==> config.mk <==
export PLATFORM = sky130hd
export DESIGN_NAME = smd_decoder
export DESIGN_NICKNAME = d
export VERILOG_FILES = /design/src/verilog/smd_decoder.v /design/src/verilog/smd_nv_mem.v
export VERILOG_INCLUDE_DIRS = /design/src /design/src/verilog
export SDC_FILE = /design/constraint.sdc
export NUM_CORES = 1
export LEC_CHECK = 0
export CORE_ASPECT_RATIO = 0.5
export CORE_UTILIZATION = 63
export DETAILED_ROUTE_END_ITERATION = 8
export DONT_BUFFER_PORTS = 1
export PLACE_DENSITY = 0.79
export SYNTH_ARGS = -nofsm -noshare
export SYNTH_HDL_FRONTEND = slang
export SYNTH_SLANG_ARGS = --single-unit
==> constraint.sdc <==
create_clock -name mclk -period 9 [get_ports mclk]
set_clock_uncertainty 0.2 [all_clocks]
set_input_delay 0.45 -clock mclk [delete_from_list [all_inputs] [get_ports mclk]]
set_output_delay 0.45 -clock mclk [all_outputs]
set_load 0.01 [all_outputs]
==> src/verilog/smd_regs.vh <==
`ifndef SMD_REGS_VH
`define SMD_REGS_VH
// command codes
`define SMD_CMD_CUR_LIMIT  8'h10
`define SMD_CMD_CUR_CTRL   8'h11
`define SMD_CMD_FREQ_RANGE 8'h12
`define SMD_CMD_ACC_VEL    8'h14
`define SMD_CMD_REF_VEL    8'h16
`define SMD_CMD_USTEP      8'h17
`define SMD_CMD_GET_POS    8'h20
`define SMD_CMD_GET_MOTION 8'h21
`define SMD_CMD_RAMP       8'h23
`define SMD_CMD_ROTATE     8'h25
`define SMD_CMD_POS_RESET  8'h27
`define SMD_CMD_SOFT_STOP  8'h2a
`define SMD_CMD_EMERG_STOP 8'h2b
`define SMD_CMD_GET_ACCVEL 8'h52
`define SMD_CMD_GET_CUR    8'h53
`define SMD_CMD_BOW        8'h63
// storage actions
`define SMD_ACT_SET_STORE  8'h00
`define SMD_ACT_SET_ONLY   8'h01
`define SMD_ACT_READ_STORE 8'h02
`define SMD_ACT_READ_ACT   8'h03
// ranges
`define SMD_MAX13          13'h1fff
`define SMD_FDIV_MAX       8'h0f
`define SMD_RES_MAX_DIRECT 8'h40
`define SMD_RES_MAX_CODE   8'h43
`define SMD_POS_MIN        32'hff800000
`define SMD_POS_MAX        32'h00ffffff
`define SMD_TEL_LAST       3'h7
// nonvolatile image slots
`define SMD_NV_CURLIM      3'h0
`define SMD_NV_CURCTRL     3'h1
`define SMD_NV_FDIV        3'h2
`define SMD_NV_ACCVEL      3'h3
`define SMD_NV_USTEP       3'h4
`define SMD_NV_BOW         3'h5
`define SMD_NV_REFVEL      3'h6
// reset values
`define SMD_RST_CURLIM     2'h3
`define SMD_RST_CUR        8'hff
`define SMD_RST_RES        7'h40
`define SMD_RST_ACC        13'h0064
`define SMD_RST_VEL        13'h03e8
`define SMD_RST_BOW        13'h0064
`endif

==> src/verilog/smd_decoder.v <==
`include "smd_regs.vh"
`default_nettype none
// Behaviour
// - telegram is command plus seven parameter bytes
// - multi-byte values packed low byte first
// - second byte selects set/store/read action
// - reads answer with same telegram layout
// - limit code zero uses hardware select inputs
// - codes 1-3 pick current per high-current switch
// - three phase currents, 255 is full
// - current query returns three stored currents
// - store frequency pre-divider 0 to 15
// - resolution 1-64 direct, 65-67 fractional
// - signed waveform, forced sine above 64
// - seventh byte enables mixed decay
// - store acceleration and velocity 1 to 8191
// - motion query returns acc, ref vel, vel
// - position query returns signed 24-bit position
// - motion state returns vel, acc, flags
// - ramp during ramp waits for completion, only the latest one is kept
// - ramp target limited -8388608 to 16777215
// - constant rotation at signed velocity, max acc
// - position reset clears position and encoder
// - soft stop decelerates with max acceleration
// - emergency stop acts as alarm input
module smd_decoder (
  // clock and reset
  input  wire        mclk,
  input  wire        rst_n,
  // incoming telegram bytes, command byte first
  input  wire        rx_valid,
  input  wire [7:0]  rx_byte,
  // answer telegram bytes
  output reg         tx_valid,
  output reg  [7:0]  tx_byte,
  // hardware inputs
  input  wire        current_select_in0,
  input  wire        current_select_in1,
  input  wire        high_current_sw,
  // motion engine status
  input  wire        ramp_busy,
  input  wire [23:0] motor_position,
  input  wire [11:0] motor_velocity,
  input  wire [11:0] motor_accel,
  input  wire        ref_search_active,
  input  wire        auto_corr_active,
  // current and chopper settings
  output reg  [2:0]  current_limit_sel,
  output reg         use_hw_current,
  output reg  [7:0]  standby_current,
  output reg  [7:0]  active_current,
  output reg  [7:0]  accel_current,
  output reg  [3:0]  freq_prediv,
  output reg  [6:0]  ustep_code,
  output reg  [7:0]  waveform,
  output reg         mixed_decay_en,
  // ramp parameters
  output reg  [12:0] max_accel,
  output reg  [12:0] max_velocity,
  output reg  [12:0] ref_velocity,
  output reg  [12:0] bow_value,
  // motion commands
  output reg         ramp_start,
  output reg  [31:0] ramp_target,
  output reg         rotate_start,
  output reg  [13:0] rotate_velocity,
  output reg         pos_reset,
  output reg         soft_stop,
  output reg         emergency_stop
);
  localparam ST_RX   = 3'b001;
  localparam ST_EXEC = 3'b010;
  localparam ST_TX   = 3'b100;

  reg [2:0]  state_r;
  reg [2:0]  cnt_r;
  reg [7:0]  tel_r [0:7];
  reg [7:0]  ans_r [0:7];
  reg        ans_pend_r;
  reg        nv_rd_r;
  reg        q_valid_r;
  reg [31:0] q_target_r;
  reg        ramp_busy_r;

  wire [7:0]  cmd = tel_r[0];
  wire [7:0]  act = tel_r[1];
  wire [15:0] p12 = {tel_r[3], tel_r[2]};
  wire [15:0] p34 = {tel_r[5], tel_r[4]};
  wire [31:0] p14 = {tel_r[5], tel_r[4], tel_r[3], tel_r[2]};
  wire        do_set = (act == `SMD_ACT_SET_STORE) ||
                       (act == `SMD_ACT_SET_ONLY);
  wire        do_store = (act == `SMD_ACT_SET_STORE);
  wire        rd_nv = (act == `SMD_ACT_READ_STORE);
  wire        rd_act = (act == `SMD_ACT_READ_ACT);
  wire        ok13_a = (p12[15:13] == 3'h0) && (p12[12:0] != 13'h0);
  wire        ok13_b = (p34[15:13] == 3'h0) && (p34[12:0] != 13'h0);
  wire        res_ok = (tel_r[2] != 8'h00) &&
                       (tel_r[2] <= `SMD_RES_MAX_CODE);
  wire signed [31:0] p14_s = p14;
  wire        pos_ok = (p14_s >= $signed(`SMD_POS_MIN)) &&
                       (p14_s <= $signed(`SMD_POS_MAX));
  wire        rot_ok = (p12[15:13] == 3'h0) ||
                       ((p12[15:13] == 3'h7) && (p12[12:0] != 13'h0));

  // nonvolatile image: slot per parameter command, six bytes each
  reg         nv_we;
  reg  [2:0]  nv_wa;
  reg  [2:0]  nv_ra;
  wire [55:0] nv_rd;
  wire [55:0] nv_wd = {tel_r[7], tel_r[6], tel_r[5], tel_r[4],
                       tel_r[3], tel_r[2], 8'h00};

  always @* begin
    nv_we = 1'b0;
    nv_wa = `SMD_NV_CURLIM;
    nv_ra = `SMD_NV_CURLIM;
    case (cmd)
      `SMD_CMD_CUR_CTRL,
      `SMD_CMD_GET_CUR:   nv_ra = `SMD_NV_CURCTRL;
      `SMD_CMD_FREQ_RANGE: nv_ra = `SMD_NV_FDIV;
      `SMD_CMD_ACC_VEL,
      `SMD_CMD_GET_ACCVEL: nv_ra = `SMD_NV_ACCVEL;
      `SMD_CMD_USTEP:     nv_ra = `SMD_NV_USTEP;
      `SMD_CMD_BOW:       nv_ra = `SMD_NV_BOW;
      `SMD_CMD_REF_VEL:   nv_ra = `SMD_NV_REFVEL;
      default:            nv_ra = `SMD_NV_CURLIM;
    endcase
    if (state_r == ST_EXEC && do_store) begin
      nv_wa = nv_ra;
      nv_we = (cmd == `SMD_CMD_CUR_LIMIT) || (cmd == `SMD_CMD_CUR_CTRL) ||
              (cmd == `SMD_CMD_FREQ_RANGE) || (cmd == `SMD_CMD_USTEP) ||
              (cmd == `SMD_CMD_ACC_VEL && ok13_a && ok13_b) ||
              (cmd == `SMD_CMD_BOW && ok13_a) ||
              (cmd == `SMD_CMD_REF_VEL && ok13_a);
    end
  end

  smd_nv_mem #(.AW(3), .DW(56)) u_nv (
    .mclk    (mclk),
    .wr_en   (nv_we),
    .wr_addr (nv_wa),
    .wr_data (nv_wd),
    .rd_addr (nv_ra),
    .rd_data (nv_rd)
  );

  integer i;
  always @(posedge mclk) begin
    ramp_start   <= 1'b0;
    rotate_start <= 1'b0;
    pos_reset    <= 1'b0;
    soft_stop    <= 1'b0;
    tx_valid     <= 1'b0;
    if (!rst_n) begin
      state_r <= ST_RX;
      cnt_r <= 3'h0;
      for (i = 0; i < 8; i = i + 1) begin
        tel_r[i] <= 8'h00;
        ans_r[i] <= 8'h00;
      end
      ans_pend_r <= 1'b0;
      nv_rd_r <= 1'b0;
      q_valid_r <= 1'b0;
      q_target_r <= 32'h0;
      ramp_busy_r <= 1'b0;
      tx_byte <= 8'h00;
      current_limit_sel <= {1'b0, `SMD_RST_CURLIM};
      use_hw_current <= 1'b0;
      standby_current <= `SMD_RST_CUR;
      active_current <= `SMD_RST_CUR;
      accel_current <= `SMD_RST_CUR;
      freq_prediv <= 4'h0;
      ustep_code <= `SMD_RST_RES;
      waveform <= 8'h00;
      mixed_decay_en <= 1'b0;
      max_accel <= `SMD_RST_ACC;
      max_velocity <= `SMD_RST_VEL;
      ref_velocity <= `SMD_RST_VEL;
      bow_value <= `SMD_RST_BOW;
      ramp_target <= 32'h0;
      rotate_velocity <= 14'h0;
      emergency_stop <= 1'b0;
    end else begin
      ramp_busy_r <= ramp_busy;
      // queued ramp starts once the engine drops busy
      if (q_valid_r && !ramp_busy && !ramp_start) begin
        ramp_start <= 1'b1;
        ramp_target <= q_target_r;
        q_valid_r <= 1'b0;
      end
      // hardware current select tracks the pins live
      if (use_hw_current) begin
        current_limit_sel <= {high_current_sw, current_select_in0 &
          current_select_in1 ? 2'h3 : (current_select_in0 |
          current_select_in1 ? 2'h2 : 2'h1)};
      end
      case (state_r)
        ST_RX: begin
          if (rx_valid) begin
            tel_r[cnt_r] <= rx_byte;
            cnt_r <= cnt_r + 3'h1;
            if (cnt_r == `SMD_TEL_LAST) begin
              state_r <= ST_EXEC;
            end
          end
        end
        ST_EXEC: begin
          // answer mirrors the received telegram layout
          for (i = 0; i < 8; i = i + 1) begin
            ans_r[i] <= tel_r[i];
          end
          ans_pend_r <= 1'b0;
          nv_rd_r <= 1'b0;
          state_r <= ST_RX;
          case (cmd)
            `SMD_CMD_CUR_LIMIT: begin
              if (do_set && tel_r[2] == 8'h00) begin
                use_hw_current <= 1'b1;
              end else if (do_set && tel_r[2] <= 8'h03) begin
                use_hw_current <= 1'b0;
                current_limit_sel <= {high_current_sw, tel_r[2][1:0]};
              end
              ans_r[2] <= use_hw_current ? 8'h00 :
                          {6'h00, current_limit_sel[1:0]};
            end
            `SMD_CMD_CUR_CTRL: begin
              if (do_set) begin
                standby_current <= tel_r[2];
                active_current <= tel_r[3];
                accel_current <= tel_r[4];
              end
              ans_r[2] <= standby_current;
              ans_r[3] <= active_current;
              ans_r[4] <= accel_current;
            end
            `SMD_CMD_GET_CUR: begin
              nv_rd_r <= 1'b1;
              ans_pend_r <= 1'b1;
            end
            `SMD_CMD_FREQ_RANGE: begin
              if (do_set && tel_r[2] <= `SMD_FDIV_MAX) begin
                freq_prediv <= tel_r[2][3:0];
              end
              ans_r[2] <= {4'h0, freq_prediv};
            end
            `SMD_CMD_USTEP: begin
              if (do_set && res_ok) begin
                ustep_code <= tel_r[2][6:0];
                waveform <= (tel_r[2] > `SMD_RES_MAX_DIRECT) ? 8'h00 :
                            tel_r[3];
                mixed_decay_en <= tel_r[6][0];
              end
              ans_r[2] <= {1'b0, ustep_code};
              ans_r[3] <= waveform;
              ans_r[6] <= {7'h00, mixed_decay_en};
            end
            `SMD_CMD_ACC_VEL: begin
              if (do_set && ok13_a && ok13_b) begin
                max_accel <= p12[12:0];
                max_velocity <= p34[12:0];
              end
              {ans_r[3], ans_r[2]} <= {3'h0, max_accel};
              {ans_r[5], ans_r[4]} <= {3'h0, max_velocity};
            end
            `SMD_CMD_BOW: begin
              if (do_set && ok13_a) begin
                bow_value <= p12[12:0];
              end
              {ans_r[3], ans_r[2]} <= {3'h0, bow_value};
            end
            `SMD_CMD_REF_VEL: begin
              if (do_set && ok13_a) begin
                ref_velocity <= p12[12:0];
              end
              {ans_r[3], ans_r[2]} <= {3'h0, ref_velocity};
            end
            `SMD_CMD_GET_ACCVEL: begin
              {ans_r[3], ans_r[2]} <= {3'h0, max_accel};
              {ans_r[5], ans_r[4]} <= {3'h0, ref_velocity};
              {ans_r[7], ans_r[6]} <= {3'h0, max_velocity};
              state_r <= ST_TX;
            end
            `SMD_CMD_GET_POS: begin
              {ans_r[5], ans_r[4], ans_r[3], ans_r[2]} <=
                {{8{motor_position[23]}}, motor_position};
              state_r <= ST_TX;
            end
            `SMD_CMD_GET_MOTION: begin
              {ans_r[3], ans_r[2]} <=
                {{4{motor_velocity[11]}}, motor_velocity};
              {ans_r[5], ans_r[4]} <= {{4{motor_accel[11]}}, motor_accel};
              ans_r[6] <= {7'h00, ref_search_active};
              ans_r[7] <= {7'h00, auto_corr_active};
              state_r <= ST_TX;
            end
            `SMD_CMD_RAMP: begin
              if (pos_ok) begin
                if (ramp_busy || q_valid_r) begin
                  q_valid_r <= 1'b1;
                  q_target_r <= p14;
                end else begin
                  ramp_start <= 1'b1;
                  ramp_target <= p14;
                end
              end
            end
            `SMD_CMD_ROTATE: begin
              if (rot_ok) begin
                rotate_start <= 1'b1;
                rotate_velocity <= p12[13:0];
                q_valid_r <= 1'b0;
              end
            end
            `SMD_CMD_POS_RESET: pos_reset <= 1'b1;
            `SMD_CMD_SOFT_STOP: begin
              soft_stop <= 1'b1;
              q_valid_r <= 1'b0;
            end
            `SMD_CMD_EMERG_STOP: begin
              emergency_stop <= 1'b1;
              q_valid_r <= 1'b0;
            end
            default: ;
          endcase
          if (rd_nv && cmd != `SMD_CMD_GET_CUR &&
              cmd != `SMD_CMD_GET_ACCVEL) begin
            nv_rd_r <= 1'b1;
            ans_pend_r <= 1'b1;
          end else if (rd_act || cmd == `SMD_CMD_GET_CUR) begin
            state_r <= ST_TX;
          end
          if (rd_nv || cmd == `SMD_CMD_GET_CUR) begin
            state_r <= ST_TX;
          end
          cnt_r <= 3'h0;
        end
        ST_TX: begin
          // stored image arrives one cycle late from the memory
          if (nv_rd_r) begin
            {ans_r[7], ans_r[6], ans_r[5], ans_r[4], ans_r[3],
             ans_r[2]} <= nv_rd[55:8];
            nv_rd_r <= 1'b0;
          end else if (ans_pend_r) begin
            ans_pend_r <= 1'b0;
          end else begin
            tx_valid <= 1'b1;
            tx_byte <= ans_r[cnt_r];
            cnt_r <= cnt_r + 3'h1;
            if (cnt_r == `SMD_TEL_LAST) begin
              state_r <= ST_RX;
            end
          end
        end
        default: state_r <= ST_RX;
      endcase
    end
  end
endmodule // smd_decoder
`default_nettype wire

==> src/verilog/smd_nv_mem.v <==
`default_nettype none
module smd_nv_mem #(
  parameter AW = 3,
  parameter DW = 56
) (
  // clock
  input  wire          mclk,
  // write port
  input  wire          wr_en,
  input  wire [AW-1:0] wr_addr,
  input  wire [DW-1:0] wr_data,
  // read port, registered
  input  wire [AW-1:0] rd_addr,
  output reg  [DW-1:0] rd_data
);
  reg [DW-1:0] mem [0:(1<<AW)-1];
  // contents undefined until first store, as a real cold image would be
  always @(posedge mclk) begin
    if (wr_en) begin
      mem[wr_addr] <= wr_data;
    end
    rd_data <= mem[rd_addr];
  end
endmodule // smd_nv_mem
`default_nettype wire

==> flow_summary.ini <==
[critical_path]
path_cells = nor4b_4, and2_1, buf_4, nand4_1, a21oi_1, o21ai_0, nor2_4, buf_4
crit_arrival_ns = 4.99
reg2reg_slack_ns = 4.13
critPathBufInv = 2
cp_top_family = simple AND/OR/NAND/NOR gates
required_ns = 9.12
crit_path_max_fanout = 28
criticalPathCategory = reg2reg
slowest_stage = nor2_4
critPathLaunchType = flip-flop
cp-end-kind = flip-flop
critPathMostFrequentCell = buf_4
cpPeakStageDelay_ns = 0.94

[clock_tree]
cts_tree = yes
htreeDepth = 2
cts_root_buf = clkbuf_16
cts_resized = 0
numCtsBuffers = 61
clk_path_buf_depth = 3
cts.clk_slew.worst_paths_ns = 0.07
clock-sinks = 761
clk-insertion-delay-late_ns = 0.66

[die]
start_util = 0.648
core_area_um2 = 47600
dieArea_um2 = 49900
die_w_um = 315
io_pins = 225
die_y_um = 158
fp-row-count = 56

[timing]
rsz0062_at_grt = no
period_minus_slack_ns = 4.87
final-setup-viol-count = 0
worstMarginPinSlew_ns = 1.34
drv_slew = 0
fmax_mhz = 205
period_share = 0.542
hold_viol = 0
fin_tns_setup_ns = 0
relSlewSlack = 0.108

[placement]
postPlaceCellArea_um2 = 31500
dp_hpwl_mm = 65.4
routabilityCongestion = 1.04
portBuffers = 0

[yosys]
yosysSeqAreaShare = 0.639
yosys_most_used_dff = edfxtp_1
postSynth.asyncResetShare = 0
synthCells = 2360
ys_warn_count = 0
synth.ff_latch_count = 761
synth.distinct_cells = 73
synth_edf_count = 448
synth.avg_cell_area_um2 = 13.1
netlist_area_um2 = 30900

[grt]
track_usage = 0.404
grt_pass1_wl_mm = 142
antenna_found_initial = 11
grt_pass1_vias = 19665
grt.overflow.total = 0
grt_max_degree = 210

[drt]
drt_iter0_drc = 3531
routed_wl_mm = 101
ant_nets = 0
dr.pass1.iters = 8
via_per_inst = 6.97
routedWlPerCell_um = 33.1
num_vias = 21334
drcViolationCount = 0

[cells_and_area]
final_area_um2 = 33900
nNetsFinal = 2435
area_growth_pct = 10.0
drive_above_1_share = 0.139

[power]
irDropWorstVdd_uv = 173
p_per_area_nw_per_um2 = 204
p_leak_nw = 11.5

[min_path]
hp-class = in2reg

[run_status]
status = finished, final reports clean

[job]
cap_violations = 0
## cells by family after synthesis
| family | count (synthesis) | synth area share |
|---|---|---|
| buffers and inverters | 181 | 0.0257 |
| AND/OR/NAND/NOR | 762 | 0.119 |
| multiplexers | 236 | 0.122 |
| adder cells (fa/ha/maj) | 3 | 0.00122 |
| other | 1 | 0.000122 |
| flip-flops | 761 | 0.639 |
| XOR/XNOR | 1 | 0.000284 |
| AO/OA/AOI/OAI | 415 | 0.0924 |
## flip-flops by register name, summed over array words and instances, names as in the netlist, 3 cells and up
signal,cells
u_nv.rd_data,48
cnt_r,3
ans_r,64
standby_current,8
state_r,3
bow_value,13
ramp_target,32
tel_r,64
freq_prediv,4
max_accel,13
u_nv.mem,384
max_velocity,13
ref_velocity,13
q_target_r,32
current_limit_sel,3
waveform,8
active_current,8
ustep_code,7
accel_current,8
rotate_velocity,14
tx_byte,8
## synth_stat cells, types with 6 or more instances
cell type	number	area share
nor4_1	10	0.0020
a31oi_1	23	0.0047
and2_1	75	0.015
inv_1	6	0.00073
nor3_1	24	0.0039
o21ai_0	69	0.011
a21boi_0	55	0.013
nand3_1	115	0.019
a22o_1	10	0.0028
a22oi_1	17	0.0041
a222oi_1	7	0.0023
a21oi_1	75	0.012
a221oi_1	27	0.0077
o22ai_1	7	0.0014
mux4_2	107	0.078
dfxtp_1	313	0.20
mux2i_1	75	0.024
nand4_1	12	0.0024
or3_1	22	0.0045
mux2_2	53	0.019
buf_1	6	0.00073
a21boi_1	22	0.0054
clkbuf_1	115	0.014
nor2_1	91	0.011
nor2b_1	19	0.0039
and3_1	20	0.0041
o211ai_1	32	0.0078
edfxtp_1	448	0.44
nor3b_1	6	0.0015
a211oi_1	29	0.0071
a2111oi_0	6	0.0017
buf_2	36	0.0058
o211a_1	14	0.0045
nand2_1	331	0.040
buf_4	12	0.0029
nand2b_1	9	0.0018
## per-stage QoR
step	utilization	std cells	hold slack, ns	total power, mW	setup slack, ns
detailed placement	0.663	2921	0.248	4.03	4.26
floorplan	-	2407	0.230	3.95	1.90
finish	0.713	3062	0.0159	6.92	4.13
global placement	0.663	2921	0.238	4.03	4.38
CTS	0.713	3057	0.00160	6.90	4.26
global route	0.713	3061	0.0424	7.05	3.95
## per-layer routing
layer / global-route usage / vias to the layer above / part of all wire
li1: - / 8835 / -
met1: 0.591 / 10616 / 0.39
met2: 0.550 / 1618 / 0.41
met3: 0.157 / 263 / 0.16
met4: 0.130 / 2 / 0.035
met5: 0 / - / 0.00013
## report_power, final
part           internal [mW]  total (mW)  switching (mW)
clock network           1.62        2.91            1.30
logic                 0.0748       0.230           0.155
registers               3.70        3.77          0.0692
total                   5.40        6.92            1.52
## final timing paths
path,start,endpoint,cells past startpoint
min,motor_position[21],ans_r[29],4
max,tel_r[0][3],u_nv.mem[1][43],8
min reg2reg,ans_r[56],ans_r[56],2
max reg2reg,tel_r[0][3],u_nv.mem[1][43],8
## final cells by class
class                           count  area [µm²]
Fill cell                        3112       13600
Antenna cell                        5        12.5
Timing Repair Buffer               70         608
Tap cell                          638         798
Sequential cell                   761       19700
Clock buffer                       80        1690
Clock inverter                     35         460
Inverter                            8        30.0
Multi-Input combinational cell   1465       10600
## repair_timing
item / CTS / global route
setup buffers: 0 / 0
endpoints found under the hold margin: 264 / 0
hold buffers: 21 / 0
setup endpoints to repair: 0 / 0
## cell usage in the layout, fill, tap and decap left out, types with 22 or more instances in the layout
master,Yosys,layout
edfxtp_1,448,448
mux4_2,107,107
conb_1,1,48
o211ai_1,32,32
a21boi_1,22,22
nor3_1,24,22
buf_4,12,48
nand2_1,331,331
a221oi_1,27,27
mux2i_1,75,75
mux2_2,53,53
and2_1,75,75
o21ai_0,69,69
nor2_1,91,84
a21boi_0,55,55
a21oi_1,75,73
nand3_1,115,115
a211oi_1,29,29
a31oi_1,23,23
dfxtp_1,313,313
clkbuf_16,0,64
## tightest hold or removal path, cell delays in order
cell and delay [ns]:
nand2_1 0.05, nand3_1 0.11, a211oi_1 0.07, o21ai_0 0.14
Note: power is estimated with default switching activity, not from simulation.
